**config.mk**
```make
export PLATFORM = sky130hd
export DESIGN_NAME = pwm_channel_output_control
export DESIGN_NICKNAME = d
export VERILOG_FILES = /design/src/pwm_pkg.sv /design/src/pwm_channel_output_control.sv
export SDC_FILE = /design/constraint.sdc
export NUM_CORES = 1
export LEC_CHECK = 0
export BUFFER_PORTS_ARGS = -buffer_cell sky130_fd_sc_hd__buf_2
export CAP_MARGIN = 30
export CORE_MARGIN = 3
export CORE_UTILIZATION = 47
export CTS_CLUSTER_SIZE = 14
export DETAILED_ROUTE_END_ITERATION = 10
export HOLD_SLACK_MARGIN = 0.02
export PLACE_DENSITY = 0.6
export SLEW_MARGIN = 0
export SYNTH_ARGS = -nofsm -noshare
export SYNTH_HDL_FRONTEND = slang
export SYNTH_SLANG_ARGS = --single-unit
```
**constraint.sdc**
```tcl
create_clock -name ref_clk -period 4.65 [get_ports ref_clk]
set_input_delay 0.465 -clock ref_clk [delete_from_list [all_inputs] [get_ports ref_clk]]
set_output_delay 0.465 -clock ref_clk [all_outputs]
set_load 0.05 [all_outputs]
```
**src/pwm_pkg.sv**
```systemverilog
// package: register map, field layout and types of the pwm channel block
package pwm_pkg;
  localparam int ADDR_W = 4;
  localparam int DATA_W = 16;
  // register offsets
  localparam logic [3:0] OFS_CTRL = 4'h0;
  localparam logic [3:0] OFS_MODULO = 4'h1;
  localparam logic [3:0] OFS_COUNT = 4'h2;
  localparam logic [3:0] OFS_STATUS = 4'h3;
  localparam logic [3:0] OFS_MASK = 4'h4;
  localparam logic [3:0] OFS_CH_BASE = 4'h8;
  localparam logic [3:0] OFS_MATCH_BASE = 4'hC;
  // control field positions
  localparam int CTRL_CLK_LO = 0;
  localparam int CTRL_CENTER = 2;
  // channel control field positions
  localparam int CH_ELS_LO = 0;
  localparam int CH_MODE_LO = 2;
  // status bits: overflow at 0, channel events from 1 up
  localparam int ST_OVF = 0;
  localparam int ST_CH_LO = 1;
  // reset values and field encodings
  localparam logic [15:0] MODULO_RST = 16'h0000;
  localparam logic [15:0] ZERO16 = 16'h0000;
  localparam logic [1:0] ELS_OFF = 2'h0;
  localparam logic [1:0] ELS_CLEAR_UP = 2'h2;
  localparam logic [1:0] CLK_OFF = 2'h0;
  localparam logic [1:0] MODE_EDGE_PWM = 2'h2;

  typedef struct packed {
    logic [1:0] counter_clock_select;
    logic center_aligned;
  } ctrl_t;

  typedef struct packed {
    logic [1:0] channel_mode_select;
    logic [1:0] edge_level_select;
  } ch_ctrl_t;

  typedef struct packed {
    logic [3:0] addr;
    logic [15:0] wdata;
    logic wr;
    logic rd;
  } bus_req_t;
endpackage

```
**src/pwm_channel_output_control.sv**
```systemverilog
// pwm channel output control: counter, compares and pin override logic
// =====================================================================
// Contract
// - In center mode with a nonzero edge/level select, every channel pin is forced to a timer output.
// - In center mode the low edge/level bit picks the polarity of that channel's pin.
// - With select 1:0 in center mode, a match counting up clears the pin, counting down sets it.
// - Edge PWM with select 00 and a running clock keeps the waveform internal, pin untouched.
module pwm_channel_output_control #(
  parameter int NCH = 4
) (
  // clock and reset
  input wire logic ref_clk,
  input wire logic nrst,
  // register port
  input wire logic [3:0] addr,
  input wire logic [15:0] wdata,
  input wire logic wr,
  input wire logic rd,
  output logic [15:0] rdata,
  // port side of the shared pins
  input wire logic [NCH-1:0] port_out,
  input wire logic [NCH-1:0] port_dir,
  // channel pins
  output logic [NCH-1:0] pwm_channel_pin_o,
  output logic [NCH-1:0] pwm_channel_pin_oe,
  // interrupt
  output logic irq
);

  typedef struct packed {
    pwm_pkg::ctrl_t ctrl;
    logic [15:0] modulo;
    logic [15:0] count;
    logic down;
    pwm_pkg::ch_ctrl_t [NCH-1:0] ch;
    logic [NCH-1:0][15:0] match;
    logic [NCH:0] status;
    logic [NCH:0] mask;
    logic [NCH-1:0] wave;
    logic [NCH-1:0] pin_o;
    logic [NCH-1:0] pin_oe;
    logic [15:0] rdata;
    logic irq;
  } state_t;

  state_t s;
  state_t next_s;

  // =====================================================================
  // helpers
  function automatic logic hit(input logic [3:0] a, input logic [3:0] base, input int i);
    hit = (a == base + 4'(i));
  endfunction

  function automatic logic els_on(input logic [1:0] e);
    els_on = (e != pwm_pkg::ELS_OFF);
  endfunction

  // =====================================================================
  // next state
  always_comb begin
    logic running;
    logic ovf;
    logic at_top;
    logic any_center_out;
    logic [NCH:0] events;
    logic [NCH-1:0] m;
    logic [NCH-1:0] drive;
    logic [NCH-1:0] val;
    running = 1'b0;
    ovf = 1'b0;
    at_top = 1'b0;
    any_center_out = 1'b0;
    events = '0;
    m = '0;
    drive = '0;
    val = '0;
    next_s = s;
    next_s.rdata = pwm_pkg::ZERO16;
    running = (s.ctrl.counter_clock_select != pwm_pkg::CLK_OFF);

    // counter: up/down in center mode, otherwise counts up and wraps to zero after reaching modulo
    if (running) begin
      if (s.ctrl.center_aligned) begin
        if (!s.down) begin
          at_top = (s.count >= s.modulo);
          if (at_top) begin
            next_s.down = 1'b1;
            next_s.count = s.count - 16'h0001;
          end else begin
            next_s.count = s.count + 16'h0001;
          end
          if (s.modulo == pwm_pkg::ZERO16) begin
            next_s.count = pwm_pkg::ZERO16;
            next_s.down = 1'b0;
          end
        end else begin
          if (s.count == pwm_pkg::ZERO16) begin
            next_s.down = 1'b0;
            next_s.count = 16'h0001;
          end else begin
            next_s.count = s.count - 16'h0001;
          end
          // overflow at the bottom turn in center mode
          ovf = (s.count == pwm_pkg::ZERO16);
        end
      end else begin
        next_s.down = 1'b0;
        if (s.count >= s.modulo) begin
          next_s.count = pwm_pkg::ZERO16;
          ovf = 1'b1;
        end else begin
          next_s.count = s.count + 16'h0001;
        end
      end
    end

    for (int i = 0; i < NCH; i++) begin
      m[i] = running && (s.count == s.match[i]);
      if (els_on(s.ch[i].edge_level_select)) begin
        any_center_out = any_center_out | s.ctrl.center_aligned;
      end
    end

    // internal waveform per channel, runs whether or not the pin is driven
    for (int i = 0; i < NCH; i++) begin
      if (s.ctrl.center_aligned) begin
        if (m[i]) begin
          // low select bit chooses polarity
          if (s.ch[i].edge_level_select[0]) begin
            next_s.wave[i] = !s.down;
          end else begin
            next_s.wave[i] = s.down;
          end
        end
      end else if (running) begin
        // edge pwm: high from overflow, low at match (low-select flips)
        if (ovf) begin
          next_s.wave[i] = !s.ch[i].edge_level_select[0];
        end else if (m[i]) begin
          next_s.wave[i] = s.ch[i].edge_level_select[0];
        end
      end
      events[pwm_pkg::ST_CH_LO + i] = m[i];
    end
    events[pwm_pkg::ST_OVF] = ovf;

    // pin ownership
    for (int i = 0; i < NCH; i++) begin
      if (any_center_out) begin
        drive[i] = 1'b1;
        val[i] = next_s.wave[i];
      end else if (els_on(s.ch[i].edge_level_select)) begin
        drive[i] = 1'b1;
        val[i] = next_s.wave[i];
      end else begin
        // select 00: wave stays internal, port keeps the pin
        drive[i] = port_dir[i];
        val[i] = port_out[i];
      end
    end
    next_s.pin_o = val;
    next_s.pin_oe = drive;

    // register writes
    if (wr) begin
      if (addr == pwm_pkg::OFS_CTRL) begin
        next_s.ctrl.counter_clock_select = wdata[pwm_pkg::CTRL_CLK_LO +: 2];
        next_s.ctrl.center_aligned = wdata[pwm_pkg::CTRL_CENTER];
      end
      if (addr == pwm_pkg::OFS_MODULO) begin
        next_s.modulo = wdata;
      end
      if (addr == pwm_pkg::OFS_COUNT) begin
        next_s.count = pwm_pkg::ZERO16;
        next_s.down = 1'b0;
      end
      if (addr == pwm_pkg::OFS_STATUS) begin
        next_s.status = s.status & ~wdata[NCH:0];
      end
      if (addr == pwm_pkg::OFS_MASK) begin
        next_s.mask = wdata[NCH:0];
      end
      for (int i = 0; i < NCH; i++) begin
        if (hit(addr, pwm_pkg::OFS_CH_BASE, i)) begin
          next_s.ch[i].edge_level_select = wdata[pwm_pkg::CH_ELS_LO +: 2];
          next_s.ch[i].channel_mode_select = wdata[pwm_pkg::CH_MODE_LO +: 2];
        end
        if (hit(addr, pwm_pkg::OFS_MATCH_BASE, i)) begin
          next_s.match[i] = wdata;
        end
      end
    end
    // set wins over write-one-to-clear
    next_s.status = next_s.status | events;
    next_s.irq = |(next_s.status & next_s.mask);

    // register reads, data one cycle later; unmapped reads zero
    if (rd) begin
      if (addr == pwm_pkg::OFS_CTRL) begin
        next_s.rdata = {13'h0000, s.ctrl.center_aligned, s.ctrl.counter_clock_select};
      end
      if (addr == pwm_pkg::OFS_MODULO) begin
        next_s.rdata = s.modulo;
      end
      if (addr == pwm_pkg::OFS_COUNT) begin
        next_s.rdata = s.count;
      end
      if (addr == pwm_pkg::OFS_STATUS) begin
        next_s.rdata = 16'(s.status);
      end
      if (addr == pwm_pkg::OFS_MASK) begin
        next_s.rdata = 16'(s.mask);
      end
      for (int i = 0; i < NCH; i++) begin
        if (hit(addr, pwm_pkg::OFS_CH_BASE, i)) begin
          next_s.rdata = {12'h000, s.ch[i].channel_mode_select, s.ch[i].edge_level_select};
        end
        if (hit(addr, pwm_pkg::OFS_MATCH_BASE, i)) begin
          next_s.rdata = s.match[i];
        end
      end
    end
  end

  // =====================================================================
  // state register
  always_ff @(posedge ref_clk or negedge nrst) begin
    if (!nrst) begin
      s <= '0;
      s.modulo <= pwm_pkg::MODULO_RST;
    end else begin
      s <= next_s;
    end
  end

  assign rdata = s.rdata;
  assign pwm_channel_pin_o = s.pin_o;
  assign pwm_channel_pin_oe = s.pin_oe;
  assign irq = s.irq;

endmodule

```
==> key figures, run 1 <==
Status
  • Run status: completed

Critical path
  • Worst EP required: ~5 ns
  • Setup crit start kind: flop
  • CP dominant cell by count: nor2_1
  • Buf/Inv on CP: 0
  • Max Fanout on Critical Path: 16
  • Critical Path Slowest Stage Cell: nor2_1
  • Crit Path Class: reg2reg
  • Largest stage delay on the critical path: between 0.8 and 0.9 ns
  • CP cell instances: ha_1 > o21ai_0 > nor2_1 > nor3_1 > a21oi_1 > nor2_1 > o221ai_1 > a211oi_1
  • Worst R2R Setup Slack: 1.21 ns
  • Delay-heaviest family, CP: simple AND/OR/NAND/NOR gates
  • CP Capture Type: flop
  • Data arrival, critical path: 3.79 ns

Drt
  • First-pass iteration count of the detailed router: 5
  • Post-route DRC: 0
  • Final WL: 27720 um
  • DRT iter0 DRCs: 698
  • Final ANT Viol Nets: 0
  • Avg WL per Cell: 22.25 um
  • DR vias/cell: 6.177
  • DR vias: 7697

Pwr
  • Lkg Pwr: around 4.4 nW
  • Peak supply drop: 0.0002457 V
  • PwrDens: 581.1 nW/um^2
  • Overall Power: 5.923 mW

Place
  • Detailed placement HPWL: 19870 um
  • # port buffers: between 50 and 60
  • Pre-CTS WS: about 1.3 ns
  • Dpl cells: 1214
  • RD Place Congestion: 0.9499

Logic synthesis
  • Synth Warn #: 0
  • Synth Area in XOR/XNOR: 7.141%
  • Post-synth EDFFs: 0
  • Synth Area in Compound Gates: 16.38%
  • Sequential fraction of the synthesis area: 41.61%
  • Net Count, Synth: 1028
  • Synth Flop Type: dfrtp_1
  • Distinct cells, synth: 67
  • Mean post-synth cell area: 9.541 sq um
  • FFs w/ async S/R, synth: 100.0%
  • Largest family of logic cells by synthesized area: compound AO/OA/AOI/OAI gates
  • Seq cells post-synth: 155
  • Mux cell area share after synthesis: approximately a tenth
  • Adder-cell share of the synthesized area: 2.550%
  • Post-Synth Simple-Gate Area: 15.44%
  • Cell taking the most area after synthesis: dfrtp_1
  • Top post-synthesis cells by area: dfrtp_1 42%, mux2_2 8.6%, xor2_1 4.3%, o21ai_0 4.0%, nand2_1 3.7%
  • Post-Syn Instances: ~980
  • Share of the synthesized area in the top cell type: 41.61%
  • Synthesized area: 9321 sq um

Cells and area
  • Final non-filler cell total: 1246
  • Share of post-route cells with drive strength above 1: a little under a fifth
  • Area grow syn2layout: 9.343%
  • Antenna Cells: 0
  • Register Area: 3879 sq um
  • Nets: 1024
  • Multi-input gate area: 4867 sq um
  • Commonest non-fill, non-tap cells in the layout: 155 x dfrtp_1, 93 x nand2_1, 74 x o21ai_0
  • Filler instances: 1735
  • Commonest non-fill, non-tap cell in the layout: dfrtp_1

Clock network
  • CTS Hold Bufs: 0
  • Root Buffer: clkbuf_16
  • Clk sink count: 155
  • Clock-pin slew on the worst setup and hold paths: approximately 0.070 ns
  • CTS tree: yes
  • Skew-Pair Late Insertion Delay: 0.45 ns
  • Post_cts resized: 0
  • Total CTS buffers: 17
  • Bufs on Longest Clock Path: 2
  • Setup bufs post-CTS: 0
  • CTS H-Tree Depth: 4

Global routing
  • Grt total ovfl: 0
  • Initial antenna violation count: 0
  • Largest net degree at the start of global routing: between 70 and 80
  • Total track usage: 26.17%
  • First-pass GRT wire length: 43940 um
  • Vias in the first global route: 7436

STA
  • RSZ-0062 raised after global routing: false
  • Final number of hold-violating endpoints: 0
  • Period minus WS final: 3.444 ns
  • Setup TNS: 0 ns
  • Worst slew margin: 28.96%
  • Post-route worst setup slack: 1.206 ns
  • Max-slew violations: 0
  • Period utilization: 74.07%
  • Fin Hold WS: a little under 0.03 ns
  • Worst-Margin Slew: 1.062 ns
  • Final setup vio count: 0
  • Final Skew: 0.01199 ns
  • Fmax: 290.3 MHz

Min path
  • Worst Hold Class: in2async

Die
  • Row cnt: 50
  • Core Footprint: around 19000 sq um
  • Die X: 146.8 um
  • Die Y-Extent: around 150 um
  • Starting density of the core: 48.85%
  • Die ar.: 21560 sq um
  • # IOs: 57

Flow run
  • Maximum Capacitance Violations: 0
==> cell usage after synthesis (23+ instances only) <==
cell type / n
nor2_1: 43
o21ai_0: 74
mux2_2: 71
nand3_1: 28
xor2_1: 46
inv_1: 35
dfrtp_1: 155
a222oi_1: 23
xnor2_1: 30
a21oi_1: 27
nand2_1: 93
buf_4: 24
nor3_1: 32
clkbuf_1: 59
==> metrics by stage <==
step / cell area (sq um) / util, %
floorplan: 9321 / -
finish: 10190 / 53.42
detailed placement: 9602 / 50.32
global placement: 9587 / 50.24
global route: 10190 / 53.42
CTS: 10190 / 53.42
==> metal layers <==
metal  part of all wire (%)  GRT usage (%)  routed length (um)  vias up
met3                    6.4          4.874                1786       36
met5                      0              0                   0        -
met2                     45          38.88               12450      285
li1                       -              -                   -     3525
met4                    1.8          7.667                 497        0
met1                     47          39.09               12990     3851
==> worst register-to-register path, stage by stage (launching register included) <==
cell,delay (ns)
dfrtp_1,0.76
ha_1,0.37
o21ai_0,0.20
nor2_1,0.06
nor3_1,0.31
a21oi_1,0.26
nor2_1,0.87
o221ai_1,0.25
a211oi_1,0.27
==> cells by family after synthesis <==
logic type,Yosys count
AO/OA/AOI/OAI,224
XOR/XNOR,76
adder cells (fa/ha/maj),19
buffers and inverters,128
flip-flops,155
multiplexers,86
AND/OR/NAND/NOR,289
==> path summary, 6_finish.rpt <==
path | from | to | cells past startpoint
min | nrst | pwm_channel_pin_oe[0]$_DFF_PN0_ | 1
max reg2reg | s[126]$_DFF_PN0_ | s[129]$_DFF_PN0_ | 8
max | s[126]$_DFF_PN0_ | s[129]$_DFF_PN0_ | 8
min reg2reg | s[110]$_DFFE_PN0P_ | s[110]$_DFFE_PN0P_ | 2
max in group asynchronous | nrst | s[70]$_DFFE_PN0P_ | 2
min in group ref_clk | port_dir[3] | pwm_channel_pin_oe[3]$_DFF_PN0_ | 2
==> power by group <==
group	switching [mW]	total [mW]	internal, mW
Clock	0.687	1.42	0.733
Sequential	0.571	2.24	1.67
Combinational	1.35	2.26	0.913
==> layout make-up <==
class	count	area share (%)
clock inverter	14	1.485
inverter	35	1.289
multi-input combinational	694	47.75
tap	260	3.192
clock buffer	18	4.309
sequential	155	38.06
timing repair buffer	70	3.916
==> registers in the layout, indices dropped and copies added (netlist names) <==
signal and flops:
rdata 16, s 130, pwm_channel_pin_oe 4, pwm_channel_pin_o 4
irq 1
(Power assumes the default switching activity.)
==> inputs of run 2 (changes only) <==
- clock period: 4.65 -> 3.6 ns (I/O delays scaled with it)
==> key figures, run 2 (synthesis results as in run 1) <==
Status
  • Run status: completed (unchanged)

STA
  • Worst-Margin Slew: 0.9427 ns (was 1.062 ns)
  • Period minus WS final: 3.107 ns (was 3.444 ns)
  • Worst slew margin: 37.00% (was 28.96%)
  • Fmax: 321.9 MHz (was 290.3 MHz)
  • Final setup vio count: 0 (unchanged)
  • Max-slew violations: 0 (unchanged)
  • Period utilization: 86.31% (was 74.07%)
  • Setup TNS: 0 ns (unchanged)
  • Final Skew: 0.01051 ns (was 0.01199 ns)
  • RSZ-0062 raised after global routing: false (unchanged)
  • Final number of hold-violating endpoints: 0 (unchanged)

Critical path
  • Reg-to-Reg Start: s[135]$_DFF_PN0_ (was s[126]$_DFF_PN0_)
  • Crit path launch: s[135]$_DFF_PN0_ (was s[126]$_DFF_PN0_)
  • Setup crit start kind: flop (unchanged)
  • CP Capture Type: flop (unchanged)
  • Worst EP required: 3.91 ns (was 4.99 ns)
  • Data arrival, critical path: 3.42 ns (was 3.79 ns)
  • Max Fanout on Critical Path: 9 (was 16)
  • Crit Path Class: reg2reg (unchanged)

Cells and area
  • Commonest non-fill, non-tap cells in the layout: 155 x dfrtp_1, 93 x nand2_1, 74 x o21ai_0 (unchanged)
  • Area grow syn2layout: 11.64% (was 9.343%)
  • Largest reg by FF count: s (unchanged)
  • Multi-input gate area: 4861 sq um (was 4867 sq um)
  • Final non-filler cell total: 1272 (was 1246)
  • Max reg flops: 130 (unchanged)
  • Nets: 1050 (was 1024)
  • Register Area: 3879 sq um (unchanged)
  • Antenna Cells: 0 (unchanged)
  • Filler instances: 1745 (was 1735)
  • Share of post-route cells with drive strength above 1: 21.05% (was 19.17%)
  • Commonest non-fill, non-tap cell in the layout: dfrtp_1 (unchanged)

Global routing
  • Largest net degree at the start of global routing: 85 (was 73)
  • First-pass GRT wire length: 45260 um (was 43940 um)
  • Vias in the first global route: 7716 (was 7436)
  • Grt total ovfl: 0 (unchanged)
  • Total track usage: 27.01% (was 26.17%)
  • Initial antenna violation count: 0 (unchanged)

Clock network
  • Clock-pin slew on the worst setup and hold paths: 0.07 ns (about the same)
  • Skew-Pair Late Insertion Delay: 0.44 ns (was 0.45 ns)
  • Bufs on Longest Clock Path: 2 (unchanged)
  • Setup bufs post-CTS: 0 (unchanged)
  • Root Buffer: clkbuf_16 (unchanged)
  • CTS Hold Bufs: 1 (was 0)
  • CTS tree: yes (unchanged)
  • Clk sink count: 155 (unchanged)
  • Total CTS buffers: 17 (unchanged)
  • CTS H-Tree Depth: 4 (unchanged)
  • Post_cts resized: 0 (unchanged)

Pwr
  • Lkg Pwr: 4.590 nW (was 4.447 nW)
  • PwrDens: 757.7 nW/um^2 (was 581.1 nW/um^2)
  • Peak supply drop: 0.0003580 V (was 0.0002457 V)

Die
  • Starting density of the core: 48.85% (unchanged)
  • Core Footprint: 19080 sq um (unchanged)
  • Die ar.: 21560 sq um (unchanged)
  • Die X: 146.8 um (unchanged)
  • # IOs: 57 (unchanged)
  • Row cnt: 50 (unchanged)
  • Die Y-Extent: 146.8 um (unchanged)

Place
  • RD Place Congestion: 0.9663 (was 0.9499)
  • # port buffers: 56 (unchanged)
  • Detailed placement HPWL: 20480 um (was 19870 um)
  • Dpl cells: 1239 (was 1214)

Drt
  • DR vias/cell: 6.072 (was 6.177)
  • Avg WL per Cell: 22.43 um (was 22.25 um)
  • DR vias: 7723 (was 7697)
  • Final WL: 28530 um (was 27720 um)
  • Post-route DRC: 0 (unchanged)
  • First-pass iteration count of the detailed router: 9 (was 5)
  • Final ANT Viol Nets: 0 (unchanged)
  • DRT iter0 DRCs: 726 (was 698)

Flow run
  • Maximum Capacitance Violations: 0 (unchanged)

Min path
  • Worst Hold Class: in2reg (was in2async)
  • Hold_sp: port_dir[3]
run 2: metrics by stage:
stage	instance area, sq um	setup WS (ns)	hold WS (ns)	total power, mW	util (%)
6_report	10410	0.4930	0.1075	7.885	54.54
2_1_floorplan	9321	0.8727	0.06441	4.969	-
3_5_place_dp	9776	0.5964	0.4681	5.976	51.23
4_1_cts	10410	0.5302	0.09878	7.867	54.54
5_1_grt	10410	0.2742	0.1029	8.372	54.54
3_3_place_gp	9776	0.5482	0.4654	5.958	51.23
run 2: worst paths after layout:
| kind | endpoint | slack (ns) | cells after the start |
|---|---|---|---|
| setup reg to reg | pwm_channel_pin_o[2]$_DFF_PN0_ | 0.49 | 8 |
| setup / recovery | pwm_channel_pin_o[2]$_DFF_PN0_ | 0.49 | 8 |
| max in group asynchronous | s[131]$_DFF_PN0_ | 1.98 | 3 |
| hold / removal | pwm_channel_pin_oe[3]$_DFF_PN0_ | 0.11 | 2 |
| min in group asynchronous | pwm_channel_pin_oe[1]$_DFF_PN0_ | 0.54 | 2 |
| hold reg to reg | s[105]$_DFFE_PN0P_ | 0.49 | 2 |
run 2: cell type report:
cell class                      instances  share of cell area, %
Clock buffer                           17                  4.088
Clock inverter                         15                  1.876
Inverter                               35                  1.262
Multi-Input combinational cell        694                  46.71
Sequential cell                       155                  37.27
Tap cell                              260                  3.126
Timing Repair Buffer                   96                  5.663
run 2: layer usage:
layer | GRT usage [%] | up-vias | share of wire [%]
met3 | 5.336 | 50 | 6.7
li1 | - | 3590 | -
met4 | 8.325 | 0 | 2.2
met2 | 41.21 | 293 | 46
met1 | 39.00 | 3790 | 46
met5 | 0 | - | 0
run 2: power breakdown:
group	total [mW]	switching [mW]	internal (mW)	leakage, nW
clock	1.88	0.872	1.00	0.302
combinational	3.23	1.92	1.31	2.35
sequential	2.78	0.621	2.16	1.93
total	7.88	3.41	4.47	4.59
run 2: critical path, stage by stage (launching register included):
cell and delay, ns:
dfrtp_1 0.60, ha_1 0.32, a21oi_1 0.14, o21ai_0 0.14, nor3_1 0.50, a21oi_1 0.17
a21oi_1 0.49, a2111oi_0 0.23, or3_1 0.39
